$ cat src/pkg/ccd_blc_map.vh
// constants for the black level calibration loop
// Operation
// - clip calibration samples at 511
// - converter output bus stays unclipped
// - average count select, 4 to 512, reset 128
// - averaging spans lines until count reached
// - subtract target code, steer DACs against sign
// - fine accumulator moves one count per update
// - fine wrap reloads mid-scale, steps coarse
// - fast mode coarse step above 128 codes
// - fast convergence enable, reset enabled
// - deadband select off/narrow/medium/wide
// - hold freezes both accumulators, resets off
// - manual mode loads accumulators from writes
// - manual enable bit, resets inactive
// - take black pixels only in calibration window
// - apply new codes only during black time
// - clear averager, wait programmed lines
// - per-pulse polarity bit, one is active high
// - every reset makes all pulses active low
// - black switches on while black pulse active
// - video tracking starts delay after black end
// - power-down forces hold, keeps registers
`ifndef CCD_BLC_MAP_VH
`define CCD_BLC_MAP_VH

// sample and accumulator widths
`define BLC_SAMPLE_W 12
`define BLC_CLIP_MAX 9'h1FF
`define BLC_COARSE_W 9
`define BLC_FINE_W 10
`define BLC_FINE_MID 10'h200
`define BLC_COARSE_MID 9'h100
`define BLC_COARSE_MAX 9'h1FF

// calibration settings word fields
`define CFG_AVG_LSB 0
`define CFG_AVG_MSB 2
`define CFG_SPEEDUP 3
`define CFG_DNS_LSB 4
`define CFG_DNS_MSB 5
`define CFG_HOLD 6
`define CFG_MANUAL 7
// avg 128, speedup on, deadband off, hold off, manual off
`define CFG_RESET 8'h0D

// target register reset value
`define TARGET_RESET 10'h020

// wait count parts: low byte and high nibble
`define WAIT_LO_RESET 8'h00
`define WAIT_HI_RESET 4'h0

// polarity bits: black, video, converter, clamp, cal window
`define POL_BLACK 0
`define POL_VIDEO 1
`define POL_CONV 2
`define POL_CLAMP 3
`define POL_CAL 4
`define POL_RESET 5'h00

// deadband widths in converter codes
`define DNS_NARROW 11'h002
`define DNS_MEDIUM 11'h004
`define DNS_WIDE 11'h008
// fast step threshold in codes
`define FAST_THRESH 11'h080
// coarse step at the lowest gain octave
`define COARSE_STEP_BASE 9'h010
// video track delay reset
`define TRACK_DELAY_RESET 3'h0

`endif

$ cat src/logic/blc_pixel_clip_avg.v
// clipper and power-of-two averager for black pixels
`timescale 1ns/100ps
`include "ccd_blc_map.vh"
module blc_pixel_clip_avg (
  input wire sys_clk,
  input wire reset_n,
  input wire clear,
  input wire sample_en,
  input wire [11:0] sample,
  input wire [2:0] avg_sel,
  output wire done,
  output reg [8:0] average
);
  reg [17:0] sum_reg; // room for 512 clipped samples
  reg [9:0] count_reg; // samples taken so far
  wire [8:0] clipped; // calibration copy only
  wire [10:0] target_count; // 4 << avg_sel
  wire [3:0] shift; // log2 of count

  // bright pixels are pinned so one hot pixel adds at most 511 to the sum
  assign clipped = (sample > {3'h0, `BLC_CLIP_MAX}) ? `BLC_CLIP_MAX : sample[8:0];
  assign target_count = 11'h004 << avg_sel;
  assign shift = {1'b0, avg_sel} + 4'h2;
  assign done = ({1'b0, count_reg} >= target_count);

  // sum keeps running across lines until the count is met
  always @(posedge sys_clk or negedge reset_n) begin
    if (!reset_n) begin
      sum_reg <= 18'h00000;
      count_reg <= 10'h000;
    end else if (clear) begin
      sum_reg <= 18'h00000;
      count_reg <= 10'h000;
    end else if (sample_en && !done) begin
      sum_reg <= sum_reg + {9'h000, clipped};
      count_reg <= count_reg + 10'h001;
    end
  end

  // mean by shift; exact because every count is a power of two
  wire [17:0] mean_full; // clipped samples keep the top bits zero
  assign mean_full = sum_reg >> shift;
  always @* begin
    average = mean_full[8:0];
  end
endmodule // blc_pixel_clip_avg

$ cat src/logic/ccd_black_level_calibration.v
// black level offset calibration loop with pulse polarity and phases
`timescale 1ns/100ps
`include "ccd_blc_map.vh"
module ccd_black_level_calibration (
  input wire sys_clk,
  input wire reset_n,
  input wire soft_reset,
  input wire black_sample_pulse,
  input wire video_sample_pulse,
  input wire converter_clock,
  input wire clamp_pulse,
  input wire cal_window_pulse,
  input wire [11:0] adc_sample,
  input wire [9:0] gain_code,
  input wire power_down_pin,
  input wire power_down_bit,
  input wire target_wr,
  input wire [9:0] target_wdata,
  input wire cfg_wr,
  input wire [7:0] cfg_wdata,
  input wire coarse_wr,
  input wire [8:0] coarse_wdata,
  input wire fine_wr,
  input wire [9:0] fine_wdata,
  input wire wait_lo_wr,
  input wire [7:0] wait_lo_wdata,
  input wire wait_hi_wr,
  input wire [3:0] wait_hi_wdata,
  input wire polarity_wr,
  input wire [4:0] polarity_wdata,
  input wire delay_wr,
  input wire [2:0] delay_wdata,
  output reg [11:0] adc_data_out,
  output reg [8:0] coarse_dac_code,
  output reg [9:0] fine_dac_code,
  output reg [9:0] target_readback,
  output reg [7:0] cfg_readback,
  output reg [4:0] polarity_readback,
  output reg black_switch_on,
  output reg video_track_on,
  output reg clamp_active,
  output reg iteration_done,
  output reg [8:0] last_average
);
  // loop states
  localparam ST_COLLECT = 2'b00;
  localparam ST_CALC = 2'b01;
  localparam ST_APPLY = 2'b10;
  localparam ST_WAIT = 2'b11;

  reg [7:0] wait_lo_reg; // low part of line wait
  reg [3:0] wait_hi_reg; // high part of line wait
  reg [2:0] video_track_delay; // cycles after black end
  reg [1:0] state_reg; // loop state
  reg [11:0] line_cnt_reg; // lines waited
  reg [8:0] coarse_pend_reg; // computed coarse code
  reg [9:0] fine_pend_reg; // computed fine code
  reg conv_act_d_reg; // previous converter phase
  reg black_act_d_reg; // previous black phase
  reg video_act_d_reg; // previous video phase
  reg cal_act_d_reg; // previous window phase
  reg [2:0] track_cnt_reg; // video delay counter
  reg track_arm_reg; // delay running
  reg [8:0] coarse_next; // update result
  reg [9:0] fine_next; // update result
  reg [10:0] db_width; // deadband width
  reg [8:0] fast_step; // coarse step from gain

  wire [2:0] average_count_sel;
  wire speedup_enable;
  wire [1:0] noise_deadband_sel;
  wire hold_bit;
  wire manual_offset_enable;
  wire [7:0] target_black_code;
  wire [11:0] iteration_wait_lines;
  wire black_act, video_act, conv_act, cal_act;
  wire sample_strobe; // entry into conversion phase
  wire line_end; // calibration window closes
  wire freeze; // hold or power-down
  wire avg_done;
  wire [8:0] average;
  wire avg_clear;
  wire [10:0] diff; // average minus target, signed
  wire [10:0] mag;
  wire diff_neg;

  assign average_count_sel = cfg_readback[`CFG_AVG_MSB:`CFG_AVG_LSB];
  assign speedup_enable = cfg_readback[`CFG_SPEEDUP];
  assign noise_deadband_sel = cfg_readback[`CFG_DNS_MSB:`CFG_DNS_LSB];
  assign hold_bit = cfg_readback[`CFG_HOLD];
  assign manual_offset_enable = cfg_readback[`CFG_MANUAL];
  // upper two target bits are ignored; codes 0 and 1 are the writer's problem
  assign target_black_code = target_readback[7:0];
  assign iteration_wait_lines = {wait_hi_reg, wait_lo_reg};

  // polarity: bit zero means pin low is active
  assign black_act = black_sample_pulse ^ ~polarity_readback[`POL_BLACK];
  assign video_act = video_sample_pulse ^ ~polarity_readback[`POL_VIDEO];
  assign conv_act = converter_clock ^ ~polarity_readback[`POL_CONV];
  assign cal_act = cal_window_pulse ^ ~polarity_readback[`POL_CAL];

  // converter converts as its clock enters the active phase; the generator
  // must align that edge with the black pulse end
  assign sample_strobe = conv_act && !conv_act_d_reg;
  assign line_end = cal_act_d_reg && !cal_act;
  assign freeze = hold_bit || power_down_pin || power_down_bit;

  // only window pixels feed the averager, and only while collecting
  assign avg_clear = (state_reg == ST_APPLY);
  assign diff = {2'b00, average} - {3'b000, target_black_code};
  assign diff_neg = diff[10];
  assign mag = diff_neg ? (11'h000 - diff) : diff;

  blc_pixel_clip_avg u_avg (
    .sys_clk(sys_clk),
    .reset_n(reset_n),
    .clear(avg_clear),
    .sample_en(sample_strobe && cal_act && (state_reg == ST_COLLECT)),
    .sample(adc_sample),
    .avg_sel(average_count_sel),
    .done(avg_done),
    .average(average)
  );

  // software-written settings; reset pin and reset bit both restore them
  always @(posedge sys_clk or negedge reset_n) begin
    if (!reset_n) begin
      target_readback <= `TARGET_RESET;
      cfg_readback <= `CFG_RESET;
      wait_lo_reg <= `WAIT_LO_RESET;
      wait_hi_reg <= `WAIT_HI_RESET;
      polarity_readback <= `POL_RESET;
      video_track_delay <= `TRACK_DELAY_RESET;
    end else if (soft_reset) begin
      target_readback <= `TARGET_RESET;
      cfg_readback <= `CFG_RESET;
      wait_lo_reg <= `WAIT_LO_RESET;
      wait_hi_reg <= `WAIT_HI_RESET;
      polarity_readback <= `POL_RESET;
      video_track_delay <= `TRACK_DELAY_RESET;
    end else begin
      // power-down does not touch any of these
      if (target_wr) target_readback <= target_wdata;
      if (cfg_wr) cfg_readback <= cfg_wdata;
      if (wait_lo_wr) wait_lo_reg <= wait_lo_wdata;
      if (wait_hi_wr) wait_hi_reg <= wait_hi_wdata;
      if (polarity_wr) polarity_readback <= polarity_wdata;
      if (delay_wr) video_track_delay <= delay_wdata;
    end
  end

  // raw converter word goes out untouched
  always @(posedge sys_clk or negedge reset_n) begin
    if (!reset_n) begin
      adc_data_out <= 12'h000;
    end else if (sample_strobe) begin
      adc_data_out <= adc_sample;
    end
  end

  // deadband width and fast step size
  always @* begin
    db_width = 11'h000;
    fast_step = `COARSE_STEP_BASE;
    case (noise_deadband_sel)
      2'b01: db_width = `DNS_NARROW;
      2'b10: db_width = `DNS_MEDIUM;
      2'b11: db_width = `DNS_WIDE;
      default: db_width = 11'h000;
    endcase
    // gain doubles every 128 codes, so halve the step per octave up to octave 4, then hold at one code
    if (gain_code[9:7] > 3'h4) begin
      fast_step = `COARSE_STEP_BASE >> 4;
    end else begin
      fast_step = `COARSE_STEP_BASE >> gain_code[9:7];
    end
  end

  // one update: deadband, fast coarse step, or single fine count
  always @* begin
    coarse_next = coarse_dac_code;
    fine_next = fine_dac_code;
    if ((noise_deadband_sel != 2'b00) && (mag <= db_width)) begin
      coarse_next = coarse_dac_code;
    end else if (speedup_enable && (mag > `FAST_THRESH)) begin
      if (diff_neg) begin
        // output too low: raise coarse, saturating at the top
        if (coarse_dac_code > (`BLC_COARSE_MAX - fast_step)) begin
          coarse_next = `BLC_COARSE_MAX;
        end else begin
          coarse_next = coarse_dac_code + fast_step;
        end
      end else begin
        if (coarse_dac_code < fast_step) begin
          coarse_next = 9'h000;
        end else begin
          coarse_next = coarse_dac_code - fast_step;
        end
      end
    end else if (mag != 11'h000) begin
      if (diff_neg) begin
        if (fine_dac_code == 10'h3FF) begin
          // fine would overflow: recentre and carry into coarse
          fine_next = `BLC_FINE_MID;
          if (coarse_dac_code != `BLC_COARSE_MAX) coarse_next = coarse_dac_code + 9'h001;
        end else begin
          fine_next = fine_dac_code + 10'h001;
        end
      end else begin
        if (fine_dac_code == 10'h000) begin
          fine_next = `BLC_FINE_MID;
          if (coarse_dac_code != 9'h000) coarse_next = coarse_dac_code - 9'h001;
        end else begin
          fine_next = fine_dac_code - 10'h001;
        end
      end
    end
  end

  // iteration sequencer and accumulators
  always @(posedge sys_clk or negedge reset_n) begin
    if (!reset_n) begin
      state_reg <= ST_COLLECT;
      line_cnt_reg <= 12'h000;
      coarse_pend_reg <= `BLC_COARSE_MID;
      fine_pend_reg <= `BLC_FINE_MID;
      coarse_dac_code <= `BLC_COARSE_MID;
      fine_dac_code <= `BLC_FINE_MID;
      iteration_done <= 1'b0;
      last_average <= 9'h000;
    end else begin
      iteration_done <= 1'b0;
      if (freeze) begin
        // nothing moves in hold, not even manual loads
        state_reg <= state_reg;
      end else if (manual_offset_enable) begin
        // automatic loop parked; direct loads only
        state_reg <= ST_COLLECT;
        if (coarse_wr) coarse_dac_code <= coarse_wdata;
        if (fine_wr) fine_dac_code <= fine_wdata;
      end else begin
        case (state_reg)
          ST_COLLECT: begin
            if (avg_done) state_reg <= ST_CALC;
          end
          ST_CALC: begin
            coarse_pend_reg <= coarse_next;
            fine_pend_reg <= fine_next;
            last_average <= average;
            state_reg <= ST_APPLY;
          end
          ST_APPLY: begin
            // codes change only while black pixels are under the window
            if (cal_act) begin
              coarse_dac_code <= coarse_pend_reg;
              fine_dac_code <= fine_pend_reg;
              iteration_done <= 1'b1;
              line_cnt_reg <= 12'h000;
              state_reg <= (iteration_wait_lines == 12'h000) ? ST_COLLECT : ST_WAIT;
            end
          end
          ST_WAIT: begin
            if (line_end) begin
              if (line_cnt_reg + 12'h001 >= iteration_wait_lines) begin
                state_reg <= ST_COLLECT;
              end
              line_cnt_reg <= line_cnt_reg + 12'h001;
            end
          end
          default: state_reg <= ST_COLLECT;
        endcase
      end
    end
  end

  // phase history for edge detection
  always @(posedge sys_clk or negedge reset_n) begin
    if (!reset_n) begin
      conv_act_d_reg <= 1'b0;
      black_act_d_reg <= 1'b0;
      video_act_d_reg <= 1'b0;
      cal_act_d_reg <= 1'b0;
    end else begin
      conv_act_d_reg <= conv_act;
      black_act_d_reg <= black_act;
      video_act_d_reg <= video_act;
      cal_act_d_reg <= cal_act;
    end
  end

  // pixel rate switch controls; delay is counted in clock cycles
  always @(posedge sys_clk or negedge reset_n) begin
    if (!reset_n) begin
      black_switch_on <= 1'b0;
      clamp_active <= 1'b0;
      video_track_on <= 1'b0;
      track_cnt_reg <= 3'h0;
      track_arm_reg <= 1'b0;
    end else begin
      black_switch_on <= black_act;
      clamp_active <= clamp_pulse ^ ~polarity_readback[`POL_CLAMP];
      if (black_act_d_reg && !black_act) begin
        // black pulse ended: start the track delay
        track_cnt_reg <= 3'h0;
        track_arm_reg <= (video_track_delay != 3'h0);
        video_track_on <= (video_track_delay == 3'h0);
      end else if (track_arm_reg) begin
        if (track_cnt_reg + 3'h1 >= video_track_delay) begin
          track_arm_reg <= 1'b0;
          video_track_on <= 1'b1;
        end
        track_cnt_reg <= track_cnt_reg + 3'h1;
      end else if (video_act_d_reg && !video_act) begin
        // video level held at the trailing edge of its pulse
        video_track_on <= 1'b0;
      end
    end
  end
endmodule // ccd_black_level_calibration

$ cat config.mk
export PLATFORM = sky130hd
export DESIGN_NAME = ccd_black_level_calibration
export DESIGN_NICKNAME = d
export VERILOG_FILES = /design/src/logic/blc_pixel_clip_avg.v /design/src/logic/ccd_black_level_calibration.v
export VERILOG_INCLUDE_DIRS = /design/src /design/src/pkg
export SDC_FILE = /design/constraint.sdc
export NUM_CORES = 1
export LEC_CHECK = 0
export BUFFER_PORTS_ARGS = -buffer_cell sky130_fd_sc_hd__buf_2
export CAP_MARGIN = 25
export CELL_PAD_IN_SITES_DETAIL_PLACEMENT = 1
export CELL_PAD_IN_SITES_GLOBAL_PLACEMENT = 1
export CORE_MARGIN = 2
export CORE_UTILIZATION = 47
export DETAILED_ROUTE_END_ITERATION = 12
export MAX_ROUTING_LAYER = met4
export PLACE_DENSITY = 0.84
export SYNTH_ARGS = -nofsm -noshare
export SYNTH_HDL_FRONTEND = slang
export SYNTH_SLANG_ARGS = --single-unit
$ cat constraint.sdc
create_clock -name sys_clk -period 11.2 [get_ports sys_clk]
set_input_delay 1.12 -clock sys_clk [delete_from_list [all_inputs] [get_ports sys_clk]]
set_output_delay 1.12 -clock sys_clk [all_outputs]
set_load 0.02 [all_outputs]
==> summary.md <==
| Metric | Value |
|---|---|
| Crit Reg-Reg Endpoint | `coarse_pend_reg[6]` |
| Final setup vio count | `0` |
| IO Port Bufs | `roughly 160` |
| First-pass GRT wire length | `between 50000 and 60000 µm` |
| Post-synthesis async set-or-reset flop share | `100%` |
| Starting Density | `between 40% and 50%` |
| Worst setup EP type | `flop` |
| Clk slew on worst S/H paths | `70 ps` |
| CORE AREA | `between 20000 and 25000 µm²` |
| Vias per cell | `around 6` |
| HPWL Detailed | `22200 µm` |
| Io pins | `approximately 160` |
| Crit Path Category | `flop to flop` |
| Root Buffer Master | `clkbuf_16` |
| CP startpoint | `cfg_readback[1]` |
| Switching part of the total | `between 40% and 50%` |
| Final Hold Viols | `0` |
| Min Tclk post-route | `5810 ps` |
| Sink Count | `150` |
| Vias in the first global route | `~10000` |
| Fin area | `between 10000 and 15000 µm²` |
| CP max-delay cell | `dfrtp_1` |
| Max reg flops | `18` |
| Antenna Violating Nets Remaining | `0` |
| Worst Path Buf+Inv | `2` |
| Die Ht | `approximately 150 µm` |
| Global placer's final weighted congestion | `0.866` |
| Post-CTS Setup Bufs | `0` |
| All-layer global routing usage | `between 20 and 30%` |
| Mapped Avg Cell Area | `a little under 9 µm²` |
| RR Startpoint | `cfg_readback[1]` |
| DRC | `0` |
| Status | `complete, no violations` |
| Max Cap Violations | `0` |
| Clock Skew | `9.69 ps` |
| Internal power | `1.47 mW` |
| Post-Layout Cell Count | `1605` |
| Critical Path Start Type | `flop` |
| Final max-slew violation count | `0` |
| EDFF count, synth | `0` |
| Area Growth Syn to Fin | `16.1%` |
| Clock share of power | `between 20% and 30%` |
| Crit-path cells | `mux2_2 > o21ai_0 > ha_1 > a21oi_1 > a2111oi_0 > buf_1 > or4_1 > nor2_1 > xnor2_1 > ha_1 > a21o_1 > a21oi_1 > a41oi_1 > nor2_1 > nor2_1 > nor3_1 > buf_4 > a21o_4 > a21oi_1 > o41ai_1` |
| H-tree levels | `4` |
| Num rows | `between 50 and 60` |
| Period utilization | `between 50% and 60%` |
| Pwr Density | `between 200 and 250 nW/µm²` |
| Leakage dissipation | `just under 6 nW` |
| Slew of the pin with the lowest slew margin | `1070 ps` |
| F_max | `between 150 and 200 MHz` |
| RSZ-0062 raised after global routing | `no` |
| Routed len/inst | `19.2 µm` |
| R2R depth | `20` |
| Gate Count Post-Synth | `1182` |
| Largest net degree at the start of global routing | `79` |
| Part of the power in registers | `a little under a third` |
| Setup TNS | `0 ps` |
| Layout cells sized above 1 | `19.0%` |
| Hold crit path type | `flop to flop` |
| Synthesized flop and latch total | `150` |
| Die area | `23400 µm²` |
| First-pass iteration count of the detailed router | `4` |
| Mapped Nets | `around 1300` |
| Clock buffer depth | `2` |
| Rel. slew slack | `28.3%` |
| Pre-CTS setup slack | `between 4000 and 5000 ps` |
| CP Data Required Time | `11530 ps` |
| CP max FO | `30` |
| Sequential cell area fraction in the yosys report | `between 30% and 40%` |
| Sw power | `roughly 1.2 mW` |
| Worst setup endpoint | `coarse_pend_reg[6]` |
| Crit path depth | `20` |
| Num CTS Buffers | `17` |
| Congestion Overflow GR | `0` |
| Vias | `about 9400` |
| Library cells used by synthesis | `between 70 and 80` |
| Die width | `about 150 µm` |
| Post-DP Area | `roughly 11000 µm²` |
| Post-CTS Hold Buffers | `0` |
| CP Data Arrival Time | `between 6000 and 7000 ps` |
| DRT iter0 DRCs | `approximately 370` |
| Setup WS post-layout | `about 5400 ps` |
| Fill cell count | `2568` |
| Placed Instances | `about 1600` |
| R2R setup slack | `5390 ps` |
| Commonest non-fill, non-tap cell in the layout | `buf_2` |
| Synthesized area | `roughly 10000 µm²` |
| DRT Wirelength | `approximately 30000 µm` |
| Comb pwr share | `between 40% and 50%` |
| Ys flop type | `dfrtp_1` |
| Clk_lat worst skew | `approximately 440 ps` |
| Number of gates resized after CTS | `0` |
| Final nets | `approximately 1500` |
| YS warnings | `0` |
| Initial antenna violation count | `1` |
| Worst path top cell family by delay | `compound AO/OA/AOI/OAI gates` |
| Most frequent cells in the layout | `buf_2 (155), dfrtp_1 (142), nor2_1 (130)` |
| Worst VDD drop | `0.117 mV` |
| Max incr delay on CP | `just under 1000 ps` |
| CTS tree | `yes` |
worst register-to-register path: cells and delay by family, from the launching register on:
kind	cells	cell delay, ps
adders and majority gates	2	690
DFF	1	990
muxes	1	430
AOI/OAI and AO/OA	9	1810
xor gates and xnor gates	1	80
buffers and inverters	2	400
and+or+nand+nor	5	1310
cell usage after synthesis, drive strengths merged, types with 5 or more instances:
cell	number	area, µm²
a21oi	52	272
o21ai	88	440
nand2b	23	144
dfstp	8	210
a22oi	5	37.5
nand2	123	464
mux2	24	274
nand4	11	68.8
a21o	19	150
or4	9	67.6
a22o	8	70.1
o21a	5	37.5
mux2i	79	791
buf	9	55.1
dfrtp	142	3550
xnor2	17	149
nor2	130	488
nand3b	7	52.6
o211ai	13	97.6
o21bai	6	45.0
and2	5	31.3
o31ai	9	67.6
and3	19	119
a21boi	6	45.0
o221ai	6	58.8
nor4	13	87.6
xor2	26	228
inv	60	225
a211oi	13	103
nand3	36	180
nor2b	13	81.3
or3	8	50.1
ha	63	788
nor3	20	111
clkbuf	50	188
per-layer routing:
metal	GRT usage (%)	vias up	share of wire, %
li1	-	4473	-
met1	34.6	4695	44
met2	47.0	207	49
met3	4.54	52	4.3
met4	8.07	0	2.1
met5	-	-	0
through the flow:
stage | power, mW | utilization, % | hold WS [ps]
final | 2.65 | 55.6 | 482
after global routing | 2.84 | 55.6 | 515
after CTS | 2.65 | 55.3 | 485
after detailed placement | 2.01 | 52.4 | 470
after global placement | 1.94 | 52.4 | 460
after floorplan | 1.65 | - | 443
power by group through the flow:
stage / clock, mW / combinational [mW] / sequential, mW
floorplan: 0 / 0.815 / 0.834
global placement: 0 / 1.10 / 0.840
detailed placement: 0 / 1.16 / 0.851
CTS: 0.631 / 1.18 / 0.843
global route: 0.651 / 1.32 / 0.867
finish: 0.620 / 1.18 / 0.845
worst min path at each step:
stage | slack [ps] | depth (start not counted) | endpoint | startpoint
floorplan | 440 | 2 | coarse_pend_reg[6] | coarse_pend_reg[6]
global placement | 460 | 2 | coarse_pend_reg[6] | coarse_pend_reg[6]
detailed placement | 470 | 2 | coarse_pend_reg[7] | coarse_pend_reg[7]
CTS | 480 | 2 | coarse_pend_reg[7] | coarse_pend_reg[7]
global route | 510 | 2 | coarse_pend_reg[4] | coarse_pend_reg[4]
finish | 480 | 2 | coarse_pend_reg[7] | coarse_pend_reg[7]
area by class of cell:
| cell class | count | area, µm² | area share [%] |
|---|---|---|---|
| Clock inverter | 15 | 203 | 1.68 |
| Antenna cell | 1 | 2.50 | 0.0207 |
| Inverter | 61 | 229 | 1.89 |
| Timing Repair Buffer | 169 | 921 | 7.62 |
| Tap cell | 280 | 350 | 2.90 |
| Clock buffer | 17 | 425 | 3.52 |
| Multi-Input combinational cell | 912 | 6190 | 51.2 |
| Sequential cell | 150 | 3760 | 31.1 |
cell families (layout without fill, tap and decap cells):
| kind of cell | Yosys count | in the layout | synth area share [%] |
|---|---|---|---|
| buf+inv | 120 | 262 | 4.53 |
| compound gates | 267 | 267 | 16.9 |
| xor+xnor | 43 | 43 | 3.62 |
| simple gates | 429 | 429 | 19.6 |
| flops | 150 | 150 | 36.1 |
| mux | 106 | 106 | 10.9 |
| other cells | 0 | 1 | 0 |
| fa+ha+maj | 67 | 67 | 8.34 |
Note: power is estimated with default switching activity, not from simulation.
